### src/hw/mps_map.svh
`ifndef MPS_MAP_SVH
`define MPS_MAP_SVH

// register byte offsets on the bus
`define MPS_OFF_SIZE_A     12'h000
`define MPS_OFF_SIZE_B     12'h004
`define MPS_OFF_PAGE       12'h008
// field positions
`define MPS_A_REG_BIT      7
`define MPS_A_EEP_LSB      4
`define MPS_B_ROM_LSB      6
// page register reset values for the two write options
`define MPS_PAGE_RST_ANY   6'h00
`define MPS_PAGE_RST_SPC   6'h3c
// internal page thresholds per partition code
`define MPS_THR_P00        6'h38
`define MPS_THR_P01        6'h30
`define MPS_THR_P10        6'h20
`define MPS_THR_P11        6'h00
// ram reset base addresses per ram code
`define MPS_RAM_B000       16'h0800
`define MPS_RAM_B001       16'h0000
`define MPS_RAM_B010       16'h0800
`define MPS_RAM_B011       16'h0000
`define MPS_RAM_B100       16'h1800
`define MPS_RAM_B101       16'h1000
`define MPS_RAM_B110       16'h0800
`define MPS_RAM_B111       16'h0000
`endif

### src/hw/mps_pkg.sv
package mps_pkg;
    typedef logic [5:0]  mps_page_t;
    typedef logic [7:0]  mps_byte_t;
    typedef logic [11:0] mps_addr_t;

    // whole register-bank state
    typedef struct packed {
        mps_page_t page;     // live page index
        logic      pend_v;   // bus write waiting to land
        mps_page_t pend;     // value of that write
        mps_byte_t rdata;    // read data for the access phase
    } mps_state_s;
endpackage : mps_pkg

### src/hw/mps_regs.sv
`timescale 1ns/1ps
`include "mps_map.svh"
module mps_regs #(
    // 1: page writable only in special modes, reset 0x3c
    parameter bit PAGE_WR_SPECIAL_ONLY = 1'b0
) (
    // clock and reset
    input  wire logic               pclk,
    input  wire logic               presetn,
    // apb slave
    input  wire logic               psel,
    input  wire logic               penable,
    input  wire logic               pwrite,
    input  wire mps_pkg::mps_addr_t paddr,
    input  wire logic [31:0]        pwdata,
    input  wire logic [3:0]         pstrb,
    output logic [31:0]             prdata,
    output logic                    pready,
    output logic                    pslverr,
    // integration switches
    input  wire logic               register_space_switch,
    input  wire logic [1:0]         eeprom_alloc_switch,
    input  wire logic [2:0]         ram_alloc_switch,
    input  wire logic               fixed_space_alloc_switch_hi,
    input  wire logic               fixed_space_alloc_switch_lo,
    input  wire logic               paging_partition_switch_hi,
    input  wire logic               paging_partition_switch_lo,
    // mode and control bits from the mapping unit
    input  wire logic               special_mode,
    input  wire logic               ram_high_align,
    input  wire logic               flash_upper_half_only,
    // call and return private path
    input  wire logic               call_wr_en,
    input  wire mps_pkg::mps_page_t call_wr_data,
    output mps_pkg::mps_page_t      call_rd_data,
    // decoded outputs
    output mps_pkg::mps_page_t      program_page_index,
    output logic                    page_window_internal,
    output logic [15:0]             ram_reset_base,
    output logic [3:0]              ram_pos_lsb,
    output logic                    ram_align_high,
    output logic [2:0]              fixed_16k_units,
    output logic                    lower_half_blocked
);
    import mps_pkg::*;

    ////////////////////////////////////////////////////////////////////
    // register images

    localparam mps_page_t PAGE_RST = PAGE_WR_SPECIAL_ONLY ?
        `MPS_PAGE_RST_SPC : `MPS_PAGE_RST_ANY;

    logic [1:0] rom_sw;
    logic [1:0] part_sw;
    mps_byte_t  size_a;
    mps_byte_t  size_b;
    mps_byte_t  page_rd;

    assign rom_sw  = {fixed_space_alloc_switch_hi,
                      fixed_space_alloc_switch_lo};
    assign part_sw = {paging_partition_switch_hi,
                      paging_partition_switch_lo};

    // switch mirrors; no storage, so writes cannot touch them
    always_comb begin
        size_a = 8'h00;
        size_a[`MPS_A_REG_BIT] = register_space_switch;
        size_a[`MPS_A_EEP_LSB +: 2] = eeprom_alloc_switch;
        size_a[2:0] = ram_alloc_switch;
        size_b = 8'h00;
        size_b[`MPS_B_ROM_LSB +: 2] = rom_sw;
        size_b[1:0] = part_sw;
    end

    ////////////////////////////////////////////////////////////////////
    // bus decode

    mps_state_s st_q;
    mps_state_s st_d;
    logic       setup;
    logic       wr_fire;
    logic       wr_allowed;

    assign setup   = psel && !penable;
    // zero-wait slave; nothing ever faults
    assign pready  = 1'b1;
    assign pslverr = 1'b0;
    assign wr_fire = psel && penable && pwrite && pstrb[0] &&
                     (paddr == `MPS_OFF_PAGE);
    assign wr_allowed = !PAGE_WR_SPECIAL_ONLY || special_mode;
    assign page_rd = {2'b00, st_q.page};

    ////////////////////////////////////////////////////////////////////
    // next state

    // read data is latched in setup so it stands for the access phase
    always_comb begin
        st_d = st_q;
        if (setup && !pwrite) begin
            if (paddr == `MPS_OFF_SIZE_A) begin
                st_d.rdata = size_a;
            end else if (paddr == `MPS_OFF_SIZE_B) begin
                st_d.rdata = size_b;
            end else if (paddr == `MPS_OFF_PAGE) begin
                st_d.rdata = page_rd;
            end else begin
                st_d.rdata = 8'h00;
            end
        end
        // a waiting bus write lands one edge after it was taken
        if (st_q.pend_v) begin
            st_d.page   = st_q.pend;
            st_d.pend_v = 1'b0;
        end
        // a new bus write only parks; upper bits are dropped
        if (wr_fire && wr_allowed) begin
            st_d.pend_v = 1'b1;
            st_d.pend   = pwdata[5:0];
        end
        // the instruction path wins: it must finish inside its cycle
        if (call_wr_en) begin
            st_d.page   = call_wr_data;
            st_d.pend_v = 1'b0;
        end
    end

    always_ff @(posedge pclk or negedge presetn) begin
        if (!presetn) begin
            st_q.page   <= PAGE_RST;
            st_q.pend_v <= 1'b0;
            st_q.pend   <= 6'h00;
            st_q.rdata  <= 8'h00;
        end else begin
            st_q <= st_d;
        end
    end

    ////////////////////////////////////////////////////////////////////
    // outputs

    assign prdata             = {24'h000000, st_q.rdata};
    // plain binary page number, no remapping
    assign program_page_index = st_q.page;
    assign call_rd_data       = st_q.page;

    // window class and memory map decode
    mps_window_decode u_dec (
        .partition_sw          (part_sw),
        .ram_sw                (ram_alloc_switch),
        .rom_sw                (rom_sw),
        .page                  (st_q.page),
        .ram_high_align        (ram_high_align),
        .flash_upper_half_only (flash_upper_half_only),
        .internal              (page_window_internal),
        .ram_reset_base        (ram_reset_base),
        .ram_pos_lsb           (ram_pos_lsb),
        .ram_align_high        (ram_align_high),
        .fixed_16k_units       (fixed_16k_units),
        .lower_half_blocked    (lower_half_blocked)
    );

    ////////////////////////////////////////////////////////////////////
    // assertions

    property p_size_a_read;
        @(posedge pclk) disable iff (!presetn)
        (setup && !pwrite && paddr == `MPS_OFF_SIZE_A) |=>
            (prdata[7:0] == $past(size_a)) && prdata[6] == 1'b0;
    endproperty
    a_size_a_read: assert property (p_size_a_read)
        else $error("size A read data wrong");

    property p_reg_bit;
        @(posedge pclk) disable iff (!presetn)
        (setup && !pwrite && paddr == `MPS_OFF_SIZE_A) |=>
            prdata[7] == $past(register_space_switch);
    endproperty
    a_reg_bit: assert property (p_reg_bit)
        else $error("register space bit wrong");

    property p_size_b_read;
        @(posedge pclk) disable iff (!presetn)
        (setup && !pwrite && paddr == `MPS_OFF_SIZE_B) |=>
            prdata[5:2] == 4'h0 && prdata[7:6] == $past(rom_sw) &&
            prdata[1:0] == $past(part_sw);
    endproperty
    a_size_b_read: assert property (p_size_b_read)
        else $error("size B read data wrong");

    property p_page_read;
        @(posedge pclk) disable iff (!presetn)
        (setup && !pwrite && paddr == `MPS_OFF_PAGE) |=>
            prdata[7:6] == 2'b00 && prdata[5:0] == $past(st_q.page);
    endproperty
    a_page_read: assert property (p_page_read)
        else $error("page read data wrong");

    property p_wr_delay;
        @(posedge pclk) disable iff (!presetn)
        (wr_fire && wr_allowed && !call_wr_en) ##1 !call_wr_en |=>
            program_page_index == $past(pwdata[5:0], 2);
    endproperty
    a_wr_delay: assert property (p_wr_delay)
        else $error("page write did not land a cycle later");

    property p_wr_old_kept;
        @(posedge pclk) disable iff (!presetn)
        (wr_fire && !call_wr_en && !st_q.pend_v) |=>
            $stable(program_page_index);
    endproperty
    a_wr_old_kept: assert property (p_wr_old_kept)
        else $error("page changed in the write cycle");

    property p_call_path;
        @(posedge pclk) disable iff (!presetn)
        call_wr_en |=> program_page_index == $past(call_wr_data);
    endproperty
    a_call_path: assert property (p_call_path)
        else $error("call path update late or wrong");

    property p_wr_blocked;
        @(posedge pclk) disable iff (!presetn)
        (wr_fire && PAGE_WR_SPECIAL_ONLY && !special_mode &&
         !call_wr_en && !st_q.pend_v) |=>
            $stable(program_page_index) ##1 $stable(program_page_index);
    endproperty
    a_wr_blocked: assert property (p_wr_blocked)
        else $error("page written outside special mode");

    property p_internal;
        @(posedge pclk) disable iff (!presetn)
        (part_sw == 2'b01) |->
            page_window_internal == (program_page_index >= 6'h30);
    endproperty
    a_internal: assert property (p_internal)
        else $error("window class wrong for partition 01");

    property p_no_fault;
        @(posedge pclk) disable iff (!presetn)
        (psel && penable) |-> pready && !pslverr;
    endproperty
    a_no_fault: assert property (p_no_fault)
        else $error("bus fault raised");

    property p_ram_base;
        @(posedge pclk) disable iff (!presetn)
        (ram_alloc_switch == 3'b100) |->
            ram_reset_base == 16'h1800 && ram_pos_lsb == 4'he;
    endproperty
    a_ram_base: assert property (p_ram_base)
        else $error("ram base wrong for code 100");

    property p_rom_gate;
        @(posedge pclk) disable iff (!presetn)
        (rom_sw == 2'b01) |-> !lower_half_blocked &&
            fixed_16k_units == 3'h1;
    endproperty
    a_rom_gate: assert property (p_rom_gate)
        else $error("16K fixed space wrongly gated");

    c_page_write: cover property (@(posedge pclk) disable iff (!presetn)
        wr_fire ##2 program_page_index == 6'h3f);
    c_call_over_bus: cover property (@(posedge pclk)
        disable iff (!presetn) st_q.pend_v && call_wr_en);
    c_size_read: cover property (@(posedge pclk) disable iff (!presetn)
        setup && !pwrite && paddr == `MPS_OFF_SIZE_B);
endmodule : mps_regs

### src/hw/mps_window_decode.sv
`timescale 1ns/1ps
`include "mps_map.svh"
module mps_window_decode (
    // configuration and page
    input  wire logic [1:0]     partition_sw,
    input  wire logic [2:0]     ram_sw,
    input  wire logic [1:0]     rom_sw,
    input  wire mps_pkg::mps_page_t page,
    input  wire logic           ram_high_align,
    input  wire logic           flash_upper_half_only,
    // decoded results
    output logic                internal,
    output logic [15:0]         ram_reset_base,
    output logic [3:0]          ram_pos_lsb,
    output logic                ram_align_high,
    output logic [2:0]          fixed_16k_units,
    output logic                lower_half_blocked
);
    import mps_pkg::*;

    // partition threshold and window class
    always_comb begin
        case (partition_sw)
            2'b00:   internal = page >= `MPS_THR_P00;
            2'b01:   internal = page >= `MPS_THR_P01;
            2'b10:   internal = page >= `MPS_THR_P10;
            default: internal = page >= `MPS_THR_P11;
        endcase
    end

    // ram placement from size code
    always_comb begin
        case (ram_sw)
            3'b000:  ram_reset_base = `MPS_RAM_B000;
            3'b001:  ram_reset_base = `MPS_RAM_B001;
            3'b010:  ram_reset_base = `MPS_RAM_B010;
            3'b011:  ram_reset_base = `MPS_RAM_B011;
            3'b100:  ram_reset_base = `MPS_RAM_B100;
            3'b101:  ram_reset_base = `MPS_RAM_B101;
            3'b110:  ram_reset_base = `MPS_RAM_B110;
            default: ram_reset_base = `MPS_RAM_B111;
        endcase
        case (ram_sw)
            3'b000:  ram_pos_lsb = 4'hb;
            3'b001:  ram_pos_lsb = 4'hc;
            3'b010,
            3'b011:  ram_pos_lsb = 4'hd;
            default: ram_pos_lsb = 4'he;
        endcase
    end

    // only codes smaller than their region care about alignment
    assign ram_align_high = ram_high_align &&
        (ram_sw == 3'b010 || ram_sw == 3'b100 ||
         ram_sw == 3'b101 || ram_sw == 3'b110);

    // fixed space in 16K units: 0, 1, 3, 4
    assign fixed_16k_units = (rom_sw == 2'b00) ? 3'h0 :
                             (rom_sw == 2'b01) ? 3'h1 :
                             (rom_sw == 2'b10) ? 3'h3 : 3'h4;
    assign lower_half_blocked = rom_sw[1] && flash_upper_half_only;
endmodule : mps_window_decode

### config.mk
export PLATFORM = sky130hd
export DESIGN_NAME = mps_regs
export DESIGN_NICKNAME = d
export VERILOG_FILES = /design/src/hw/mps_pkg.sv /design/src/hw/mps_regs.sv /design/src/hw/mps_window_decode.sv
export VERILOG_INCLUDE_DIRS = /design/src /design/src/hw
export SDC_FILE = /design/constraint.sdc
export NUM_CORES = 1
export LEC_CHECK = 0
export BUFFER_PORTS_ARGS = -buffer_cell sky130_fd_sc_hd__buf_2
export CAP_MARGIN = 20
export CORE_ASPECT_RATIO = 0.5
export CORE_MARGIN = 5
export CORE_UTILIZATION = 39
export CTS_BUF_LIST = sky130_fd_sc_hd__clkbuf_4 sky130_fd_sc_hd__clkbuf_8
export DETAILED_ROUTE_END_ITERATION = 8
export PLACE_DENSITY_LB_ADDON = 0.05
export SETUP_SLACK_MARGIN = 0.4
export SYNTH_ARGS = -nofsm -noshare
export SYNTH_HDL_FRONTEND = slang
export SYNTH_SLANG_ARGS = --single-unit
### constraint.sdc
create_clock -name pclk -period 1.15 [get_ports pclk]
set_input_delay 0.23 -clock pclk [delete_from_list [all_inputs] [get_ports pclk]]
set_output_delay 0.23 -clock pclk [all_outputs]
set_load 0.005 [all_outputs]
; After elaboration in Yosys (flattened, before gate mapping)
; Cells that the tools add are included.
[totals]
out_inout_bits = 72
wordCells = 52
input_bits = 73
reg_bits = 21
[classes]
n_eq_ne = 12
muxes = 12
n_reduce_logical = 20
magnitude_cmp = 4
[ops]
columns = operator, count
row1 = $pmux W13 S3, 1
row2 = $mux W7, 3
row3 = $ge A6 B6 Y1 const B, 3
row4 = $mux W8, 2
row5 = $eq A12 B3 Y1 const B, 1
row6 = $eq A12 B4 Y1 const B, 1
row7 = $logic_not A12 Y1, 1
row8 = $eq A3 B3 Y1 const B, 3
row9 = $mux W3, 3
row10 = $pmux W3 S3, 1
row11 = $logic_and A1 B1 Y1, 8
row12 = $eq A3 B2 Y1 const B, 2
row13 = $ge A6 B1 Y1 const B, 1
row14 = $mux W6, 1
row15 = $eq A2 B1 Y1 const B, 2
row16 = $eq A2 B2 Y1 const B, 2
row17 = $logic_not A2 Y1, 2
row18 = $eq A3 B1 Y1 const B, 1
row19 = $logic_not A3 Y1, 1
row20 = $logic_or A1 B1 Y1, 3
row21 = $pmux W1 S3, 1
row22 = $reduce_or A3 Y1, 1
row23 = $logic_not A1 Y1, 2
row24 = $reduce_bool A2 Y1, 1
row25 = $reduce_or A2 Y1, 1

; Depth between registers and ports, before layout
; Gate-level depths: netlist of run 1.
[depth]
ltp_word = 6
mapped_depth = 5
mapped_depth_nobuf = 3

; Cells and area by module
; From an unflattened synthesis of run 1, not the netlist that was laid out.
[hier_totals]
hier_cells = 172
area_unflattened_um2 = 1666.6
[by_module_without_submodules]
columns = mod, seq_area_each_um2, area_each_um2, cells_each, instances
row1 = mps_regs, 525.5, 1442.6, 138, 1
row2 = mps_window_decode, 0.0, 224.0, 34, 1

; Least setup slack after synthesis of run 1
; OpenSTA, ideal clock, no wires.
[synth_timing]
path_type = input-to-reg
start = input paddr[2]
end = register st_q[10] in the netlist's numbering
required_ps = 1025
t_arrival_ps = 1186
cell_stages = 5
setup_ps = 125
path_buffers = 2
setup_slack_ps = -161
cell_sequence = buf_6 -> nor4b_1 -> and4_1 -> buf_6 -> mux2_4
[synth_via]
elab_chain_cells = 2
[synth_rtl]
columns = element, line
row1 = start: declaration, mps_regs.sv:14  ; input wire mps_pkg::mps_addr_t paddr,
row2 = $eq A12 B4 Y1 (no source line), n/a
row3 = $logic_and A1 B1 Y1, mps_regs.sv:88  ; assign wr_fire = psel && penable && pwrite && pstrb[0] &&
row4 = end signal: assignment, mps_regs.sv:134  ; st_q <= st_d;
row5 = end: declaration, mps_regs.sv:78  ; mps_state_s st_q;
; Every way passes these cells.
; A chain may end at the register's enable or synchronous reset.

; Worst setup path after layout of run 1
[layout_timing]
start = register, netlist name call_rd_data[5]
end = output page_window_internal
[layout_via]
elab_chain_cells = 2
word_cells_on_any_way = 5
classes_between = 4 x order compare / 1 x mux
[layout_rtl]
columns = element, line
row1 = $ge A6 B1 Y1 (no source line) or $ge A6 B6 Y1 (tied branches), n/a
row2 = $pmux W1 S3 *, mps_window_decode.sv:23  ; case (partition_sw)
row3 = end: declaration, mps_regs.sv:38  ; output logic page_window_internal,
; Every way passes the cells marked *; elsewhere a longest branch is shown, timed or not.

==> results of run 1 <==
critical path, stage by stage, from the launching register on:
cell	delay (ns)
dfrtp_1	0.41
a21oi_1	0.12
a21oi_1	0.05
buf_2	0.13
layer usage:
metal	vias to the layer above	wire, µm
met5	-	0
met4	0	29
met3	2	364
met2	64	1855
met1	597	1756
li1	642	-
cell type report:
cell class                      instances  area (µm²)
Fill cell                             368        1750
Multi-Input combinational cell        119       790.8
Timing Repair Buffer                  105       758.2
Sequential cell                        21       526.8
Tap cell                               54       67.56
Clock buffer                            3       41.29
Inverter                                5       21.27
Clock inverter                          1       7.507
report_power, final:
| group | switching (mW) | internal, mW | total, mW |
|---|---|---|---|
| sequential | 0.0144 | 0.757 | 0.771 |
| combinational | 0.225 | 0.269 | 0.494 |
| clock | 0.243 | 0.244 | 0.487 |
| total | 0.482 | 1.27 | 1.75 |
kinds of logic (layout without fill, tap and decap cells):
| group | count (synthesis) | count (layout) | synth area share, % |
|---|---|---|---|
| mux | 18 | 18 | 12.88 |
| fa+ha+maj | 2 | 2 | 1.533 |
| compound gates | 22 | 22 | 7.975 |
| buf+inv | 72 | 114 | 31.52 |
| flops | 21 | 21 | 32.21 |
| simple gates | 36 | 36 | 13.42 |
| other cells | 2 | 41 | 0.4603 |
state kept, by name (all words and copies together), names as in the netlist:
name / cells
call_rd_data: 6
prdata: 8
st_q: 7
per-stage QoR:
stage	worst slack, ns	std cells	total power, mW
after floorplan	-0.1588	212	1.100
after global placement	-0.3658	285	1.155
after detailed placement	-0.3554	285	1.159
after CTS	-0.04101	304	1.727
after global routing	-0.1387	308	1.854
final	-0.04801	308	1.753
cell usage in the layout (no fill, tap or decap), types with 2 or more instances in the layout:
master / instances
a2bb2oi_1: 2
buf_8: 3
o21ai_2: 2
nand2_1: 17
inv_2: 2
o31ai_1: 2
ha_4: 2
mux2_4: 6
mux2i_1: 12
clkbuf_8: 3
buf_6: 20
o21ai_1: 11
nand4_1: 4
dfrtp_1: 20
buf_4: 25
a21oi_1: 2
nor2b_1: 3
conb_1: 41
buf_2: 56
inv_1: 2
nor4_4: 2
final timing paths:
kind,depth (start not counted),end,startpoint,slack (ns)
min in group pclk,3,call_rd_data[3],call_wr_data[3],0.18
setup reg to reg,4,prdata[5],call_rd_data[5],0.18
hold / removal,1,st_q[10],presetn,-0.08
hold reg to reg,2,prdata[4],prdata[4],0.49
max in group asynchronous,1,st_q[14],presetn,0.88
setup / recovery,3,page_window_internal,call_rd_data[5],-0.05
timing repair:
| item | 4_1_cts | 5_1_grt |
|---|---|---|
| resized for setup | 27 | 15 |
| buffers inserted | 15 | 4 |
| endpoints found under the hold margin | 21 | 21 |
| pin swaps | 17 | 10 |
| setup endpoints to repair | 52 | 52 |
==> metrics.yaml, run 1 <==
status: "finished, violations left"
violations: "negative hold slack, negative setup slack"
hold_path_class: "in -> async"
end_kind: "primary output"
clk_latency_ns: 0.26
syn_to_final_growth_pct: 35.66
use_met3_pct: 2.628
clock-sinks: 21
ys_ff_latch: 21
via_count: 1305
die_h_um: 55.74
netlist.area_leader.share_pct: 32.21
start_util_pct: 41.16
maxCapViolations: 0
drc_errors: 0
ys_top_cells_by_area: "dfrtp_1, buf_4, mux2i_1, mux2_4, nand2_1"
ir_drop_v: 0.0004750
viasPerCell: 4.237
hold_viol: 21
synth_cell_types: 28
power_leakage_nw: 1.178
grt_pass1_vias: 1274
ys_warn_count: 0
setup_viol: 7
cts.htree.levels: 1
layout_setup_ws_ns: -0.04801
drive_gt1_share_pct: 51.18
worstSetupStartpointType: "register"
gr-usage-met2_pct: 21.93
dr.pass1.iters: 3
critical_path_required_ns: 0.92
cts_buffers: 3
finalNetCount: 330
yosysMostFrequentCell: "buf_4"
chipWidth_um: 101.5
synth_seq_area_share_pct: 32.21
grt_max_degree: 22
cp.arrival_ns: 0.97
gp_congestion: 0.7022
drt_iter0_markers: 26
finalSetupTns_ns: -0.1624
core-area_mm2: 0.003964
clockBufferDepth: 2
ys_top_cells_by_count: "buf_4, dfrtp_1, nand2_1"
synth_edf_count: 0
synth-main-ff-cell: "dfrtp_1"
cts_root_buf: "clkbuf_8"
period_needed_ns: 1.198
cts_tree: "yes"
synth_cells: 173
placed_area_mm2: 0.001849
antenna_cells: 0
io_pins: 145
avgSynthCellArea_um2: 9.431
mappedNetlistArea_mm2: 0.001632
die_area_mm2: 0.005655
synthArstFlopShare_pct: 100.0
crit_type: "reg -> out"
wl_per_cell_um: 13.00
io_buffers: 73
grt_overflow_total: 0
rsz0062_at_grt: "yes"
power.density_mw_per_mm2: 791.9
drv_slew: 0
period_share_pct: 104.2
drt-total-wl_um: 4005
track_usage_pct: 13.17
synth_top_area_cell: "dfrtp_1"
finClkSkew_ns: 0.005198
grt.busiest_layer: "met2"
finish.utilization_pct: 55.84
max_freq_ghz: 0.8347
crit_path_max_fanout: 2
use_met1_pct: 17.82
grt_pass1_wl_um: 6127
clk_pin_slew_ns: 0.08
fin_hold_ws_ns: -0.08150
rows: 16
ant_nets: 0
design_area_mm2: 0.002213
grt_antenna_before_repair: 0
dpl.hpwl_um: 3160
Note: power is estimated with default switching activity, not from simulation.
==> run 2: changes to the inputs <==
--- a/config.mk
+++ b/config.mk
@@ -10,11 +10,11 @@
 export CAP_MARGIN = 20
 export CORE_ASPECT_RATIO = 0.5
 export CORE_MARGIN = 5
-export CORE_UTILIZATION = 39
-export CTS_BUF_LIST = sky130_fd_sc_hd__clkbuf_4 sky130_fd_sc_hd__clkbuf_8
+export CORE_UTILIZATION = 38
 export DETAILED_ROUTE_END_ITERATION = 8
 export PLACE_DENSITY_LB_ADDON = 0.05
 export SETUP_SLACK_MARGIN = 0.4
+export SLEW_MARGIN = 15
 export SYNTH_ARGS = -nofsm -noshare
 export SYNTH_HDL_FRONTEND = slang
 export SYNTH_SLANG_ARGS = --single-unit
==> run 2 against run 1 <==
The flow still finishes with violations (negative hold slack, negative setup slack). Final cell count grew 1.3%. Maximum frequency shrank 2.4%. Die area grew 2.3%. Combinational power grew 8.1%. Clock-buffer cell count is the same. Non-clock buffer count grew 4. Setup slack lost 0.030 ns. Sequential share of layout area shrank 0.64 points. Wire length grew 4.0%. Clock power is essentially flat. Sequential power is essentially flat. Critical endpoint unchanged.
==> metrics.yaml, run 2 (synthesized netlist as in run 1, its figures left out) <==
setup_viol: 9
gp_congestion: 0.6899
clk_pin_slew_ns: 0.08
cts_root_buf: "clkbuf_8"
period_share_pct: 106.8
finalNetCount: 334
layout_setup_ws_ns: -0.07794
viasPerCell: 4.279
start_util_pct: 40.55
pwr-share-clk_pct: 27.2
max_freq_ghz: 0.8144
track_usage_pct: 14.23
r2r_cells: 4
dpl.hpwl_um: 3236
clk_latency_ns: 0.26
rsz0062_at_grt: "yes"
rr_endpoint: "prdata[5]"
drt_iter0_markers: 18
worstSetupStartpointType: "register"
cts_tree: "yes"
io_pins: 145
ir_drop_v: 0.0003652
period_needed_ns: 1.228
drt-total-wl_um: 4164
status: "finished, violations left"
pre_cts_ws_ns: -0.3398
crit_path_max_fanout: 2
die_area_mm2: 0.005784
cts.htree.levels: 1
critical_path_required_ns: 0.92
die_h_um: 56.34
syn_to_final_growth_pct: 39.42
switching_share_pct: 27.54
dr.pass1.iters: 4
clockBufferDepth: 2
clock-sinks: 21
drc_errors: 0
cp.arrival_ns: 1.00
hold_viol: 21
core-area_mm2: 0.004024
finClkSkew_ns: 0.006196
drv_slew: 0
intPower_mw: 1.298
maxCapViolations: 0
antenna_cells: 0
power_mw: 1.792
r2r_slack_ns: 0.15
placed_area_mm2: 0.001857
grt_max_degree: 22
r2r-start: "call_rd_data[5]"
via_count: 1335
violations: "negative hold slack, negative setup slack"
drive_gt1_share_pct: 52.33
final_common_cell: "buf_2"
io_buffers: 73
design_area_mm2: 0.002275
rows: 16
grt_overflow_total: 0
layout_common_cells: "buf_2, conb_1, buf_4, buf_6, dfrtp_1"
power.density_mw_per_mm2: 787.8
cts_buffers: 3
hold_path_class: "in -> async"
pwr-share-seq_pct: 43.0
chipWidth_um: 102.7
p_comb_share_pct: 29.8
fin_hold_ws_ns: -0.08976
crit_type: "reg -> out"
wl_per_cell_um: 13.35
end_kind: "primary output"
grt_antenna_before_repair: 0
power_leakage_nw: 1.206
largest_reg_flops: 8
grt_pass1_wl_um: 6610
grt_pass1_vias: 1378
ant_nets: 0
switching_power_uw: 493.5
-- run 2: worst max path at each step --
stage	slack [ns]	endpoint	startpoint
6_report	-0.08	page_window_internal	call_rd_data[4]
3_3_place_gp	-0.36	st_q[13]	paddr[6]
3_5_place_dp	-0.34	st_q[11]	paddr[6]
2_1_floorplan	-0.16	st_q[10]	paddr[9]
4_1_cts	-0.06	page_window_internal	call_rd_data[5]
5_1_grt	-0.15	page_window_internal	call_rd_data[4]
-- run 2: power by group through the flow --
| stage | logic (mW) | registers [mW] | clock network [mW] |
|---|---|---|---|
| after floorplan | 0.309 | 0.791 | 0 |
| after global placement | 0.365 | 0.794 | 0 |
| after detailed placement | 0.370 | 0.794 | 0 |
| after CTS | 0.498 | 0.771 | 0.511 |
| after global routing | 0.584 | 0.774 | 0.536 |
| final | 0.534 | 0.771 | 0.487 |
-- run 2: timing repair --
item / in CTS / in global routing
resized for setup: 38 / 10
buffers inserted: 16 / 6
setup endpoints to repair: 52 / 51
endpoints found under the hold margin: 21 / 21
pin swaps: 18 / 11
-- run 2: area by class of cell --
class                   instances  area, µm²
repair buffers                109      822.0
flip-flops and latches         21      526.8
clock buffers                   3      41.29
fillers                       361       1749
well taps                      54      67.56
inverters                       5      21.27
multi-input cells             119      788.3
clock inverters                 1      7.507
-- run 2: critical path: stages (launching register included) --
cell and delay [ns]:
dfrtp_1 0.37, o21ai_1 0.07, a21oi_1 0.15, buf_2 0.15
-- run 2: per-stage QoR --
step                      std cells  TNS (ns)  utilization, %
after global placement          286    -3.104           46.14
after floorplan                 212   -0.9529               -
after CTS                       306   -0.2288           54.32
final                           312   -0.2121           56.53
after global routing            312   -0.6316           56.53
after detailed placement        286    -3.125           46.14
-- run 2: metal layers --
| metal | share of wire (%) | track usage, % | up-vias |
|---|---|---|---|
| li1 | - | - | 648 |
| met1 | 43 | 18.93 | 618 |
| met2 | 47 | 23.30 | 65 |
| met3 | 9.1 | 2.596 | 4 |
| met4 | 1.3 | 4.486 | 0 |
| met5 | 0 | 0 | - |
==> run 3: changes to the inputs <==
--- a/config.mk
+++ b/config.mk
@@ -13,6 +13,7 @@
 export CORE_UTILIZATION = 38
 export DETAILED_ROUTE_END_ITERATION = 8
 export PLACE_DENSITY_LB_ADDON = 0.05
+export RECOVER_POWER = 50
 export SETUP_SLACK_MARGIN = 0.4
 export SLEW_MARGIN = 15
 export SYNTH_ARGS = -nofsm -noshare
==> run 3 against run 2 <==
The run ends with negative setup slack left. Final cell count did not move. Sequential power barely moved. Worst hold slack improved by 0.25 ns. Flip-flop and latch count did not move. Critical path type unchanged. Critical endpoint unchanged. Largest cell class unchanged.
==> metrics.yaml, run 3 (synthesized netlist as in run 1, its figures left out) <==
status: "finished, violations left"
violations: "negative setup slack"
grt_pass1_wl_um: 6610
io_buffers: 73
grt_max_degree: 22
crit_path_max_fanout: 2
hold_path_class: "in -> async"
fin_hold_ws_ns: 0.1570
largest_reg_flops: 8
period_needed_ns: 1.233
drc_errors: 0
die_area_mm2: 0.005784
crit_type: "reg -> out"
track_usage_pct: 14.23
timing.slew.headroom_pct: 24.87
regArea_um2: 526.8
clk_pin_slew_ns: 0.08
placed_area_mm2: 0.001857
chipWidth_um: 102.7
cpPeakStageDelay_ns: 0.40
grt_antenna_before_repair: 0
crit_path_frequent_cell: "a21oi_1"
end_kind: "primary output"
start_util_pct: 40.55
rows: 16
cts_tree: "yes"
crit_path_top_delay_cell: "dfrtp_1"
r2r_slack_ns: 0.14
finalSetupTns_ns: -0.2326
layout_common_cells: "buf_2, conb_1, buf_4, dfrtp_1, buf_6"
hold_viol: 0
dpl.hpwl_um: 3236
cp.arrival_ns: 1.00
grt_pass1_vias: 1378
crit_chain: "a21oi_1, a21oi_1, buf_2"
core-area_mm2: 0.004024
ant_nets: 0
power_leakage_nw: 1.186
setup_viol: 9
tightest_slew_ns: 1.127
antenna_cells: 0
max_freq_ghz: 0.8109
power.density_mw_per_mm2: 790.7
clock-sinks: 21
layout_setup_ws_ns: -0.08321
wl_per_cell_um: 13.35
finClkSkew_ns: 0.006185
design_area_mm2: 0.002251
drt-total-wl_um: 4165
period_share_pct: 107.2
viasPerCell: 4.272
clk_latency_ns: 0.26
nFillCells: 368
dr.pass1.iters: 4
grt_overflow_total: 0
syn_to_final_growth_pct: 37.96
rsz0062_at_grt: "yes"
die_h_um: 56.34
drive_gt1_share_pct: 50.39
cts_root_buf: "clkbuf_8"
finalNetCount: 334
ir_drop_v: 0.0003650
drt_iter0_markers: 21
final_common_cell: "buf_2"
critical_path_required_ns: 0.92
cts.htree.levels: 1
worstSetupStartpointType: "register"
drv_slew: 0
clockBufferDepth: 2
cts_buffers: 3
io_pins: 145
maxCapViolations: 0
via_count: 1333
multiInputGateArea_um2: 785.8
gp_congestion: 0.6899
-- run 3: cell type report --
type / instances / share of cell area, %
Clock inverter: 1 / 0.3335
Clock buffer: 3 / 1.834
Multi-Input combinational cell: 119 / 34.91
Tap cell: 54 / 3.002
Inverter: 5 / 0.9450
Timing Repair Buffer: 109 / 35.58
Sequential cell: 21 / 23.40
-- run 3: metrics by stage --
| step | std cells | total power, mW | setup slack (ns) | utilization [%] |
|---|---|---|---|---|
| 3_5_place_dp | 286 | 1.164 | -0.3398 | 46.14 |
| 3_3_place_gp | 286 | 1.159 | -0.3597 | 46.14 |
| 2_1_floorplan | 212 | 1.100 | -0.1588 | - |
| 4_1_cts | 306 | 1.780 | -0.05910 | 54.32 |
| 5_1_grt | 312 | 1.882 | -0.1547 | 55.94 |
| 6_report | 312 | 1.780 | -0.08321 | 55.94 |
-- run 3: timing repair --
item,CTS,global route
gates resized for setup,38,10
hold endpoints to repair,21,21
pin swaps,18,11
setup buffers,16,6
gates cloned,0,0
endpoints found under the setup margin,52,51
-- run 3: path summary, 6_finish.rpt --
path | endpoint | cells past startpoint | from
worst max-delay path | page_window_internal | 3 | call_rd_data[5]
worst min-delay path | call_rd_data[2] | 1 | presetn
worst max register to register | prdata[5] | 4 | call_rd_data[5]
worst min register to register | prdata[7] | 2 | prdata[7]
max in group asynchronous | st_q[14] | 1 | presetn
min in group pclk | call_rd_data[3] | 3 | call_wr_data[3]
-- run 3: worst max-delay path, delay by kind of cell, from the launching register on --
kind | cells | cell delay (ns)
buffers and inverters | 1 | 0.15
DFF | 1 | 0.40
AOI/OAI and AO/OA | 2 | 0.19
-- run 3: where the power goes --
group / switching, mW / total, mW / internal (mW)
logic: 0.235 / 0.521 / 0.286
clock network: 0.243 / 0.487 / 0.245
registers: 0.0144 / 0.772 / 0.757
total: 0.492 / 1.78 / 1.29
-- run 3: per-layer routing --
metal  routed length [µm]  global-route usage [%]  vias up
li1                     -                       -      647
met1                 1785                   18.93      617
met2                 1945                   23.30       65
met4                   56                   4.486        0
met5                    0                       0        -
met3                  378                   2.596        4
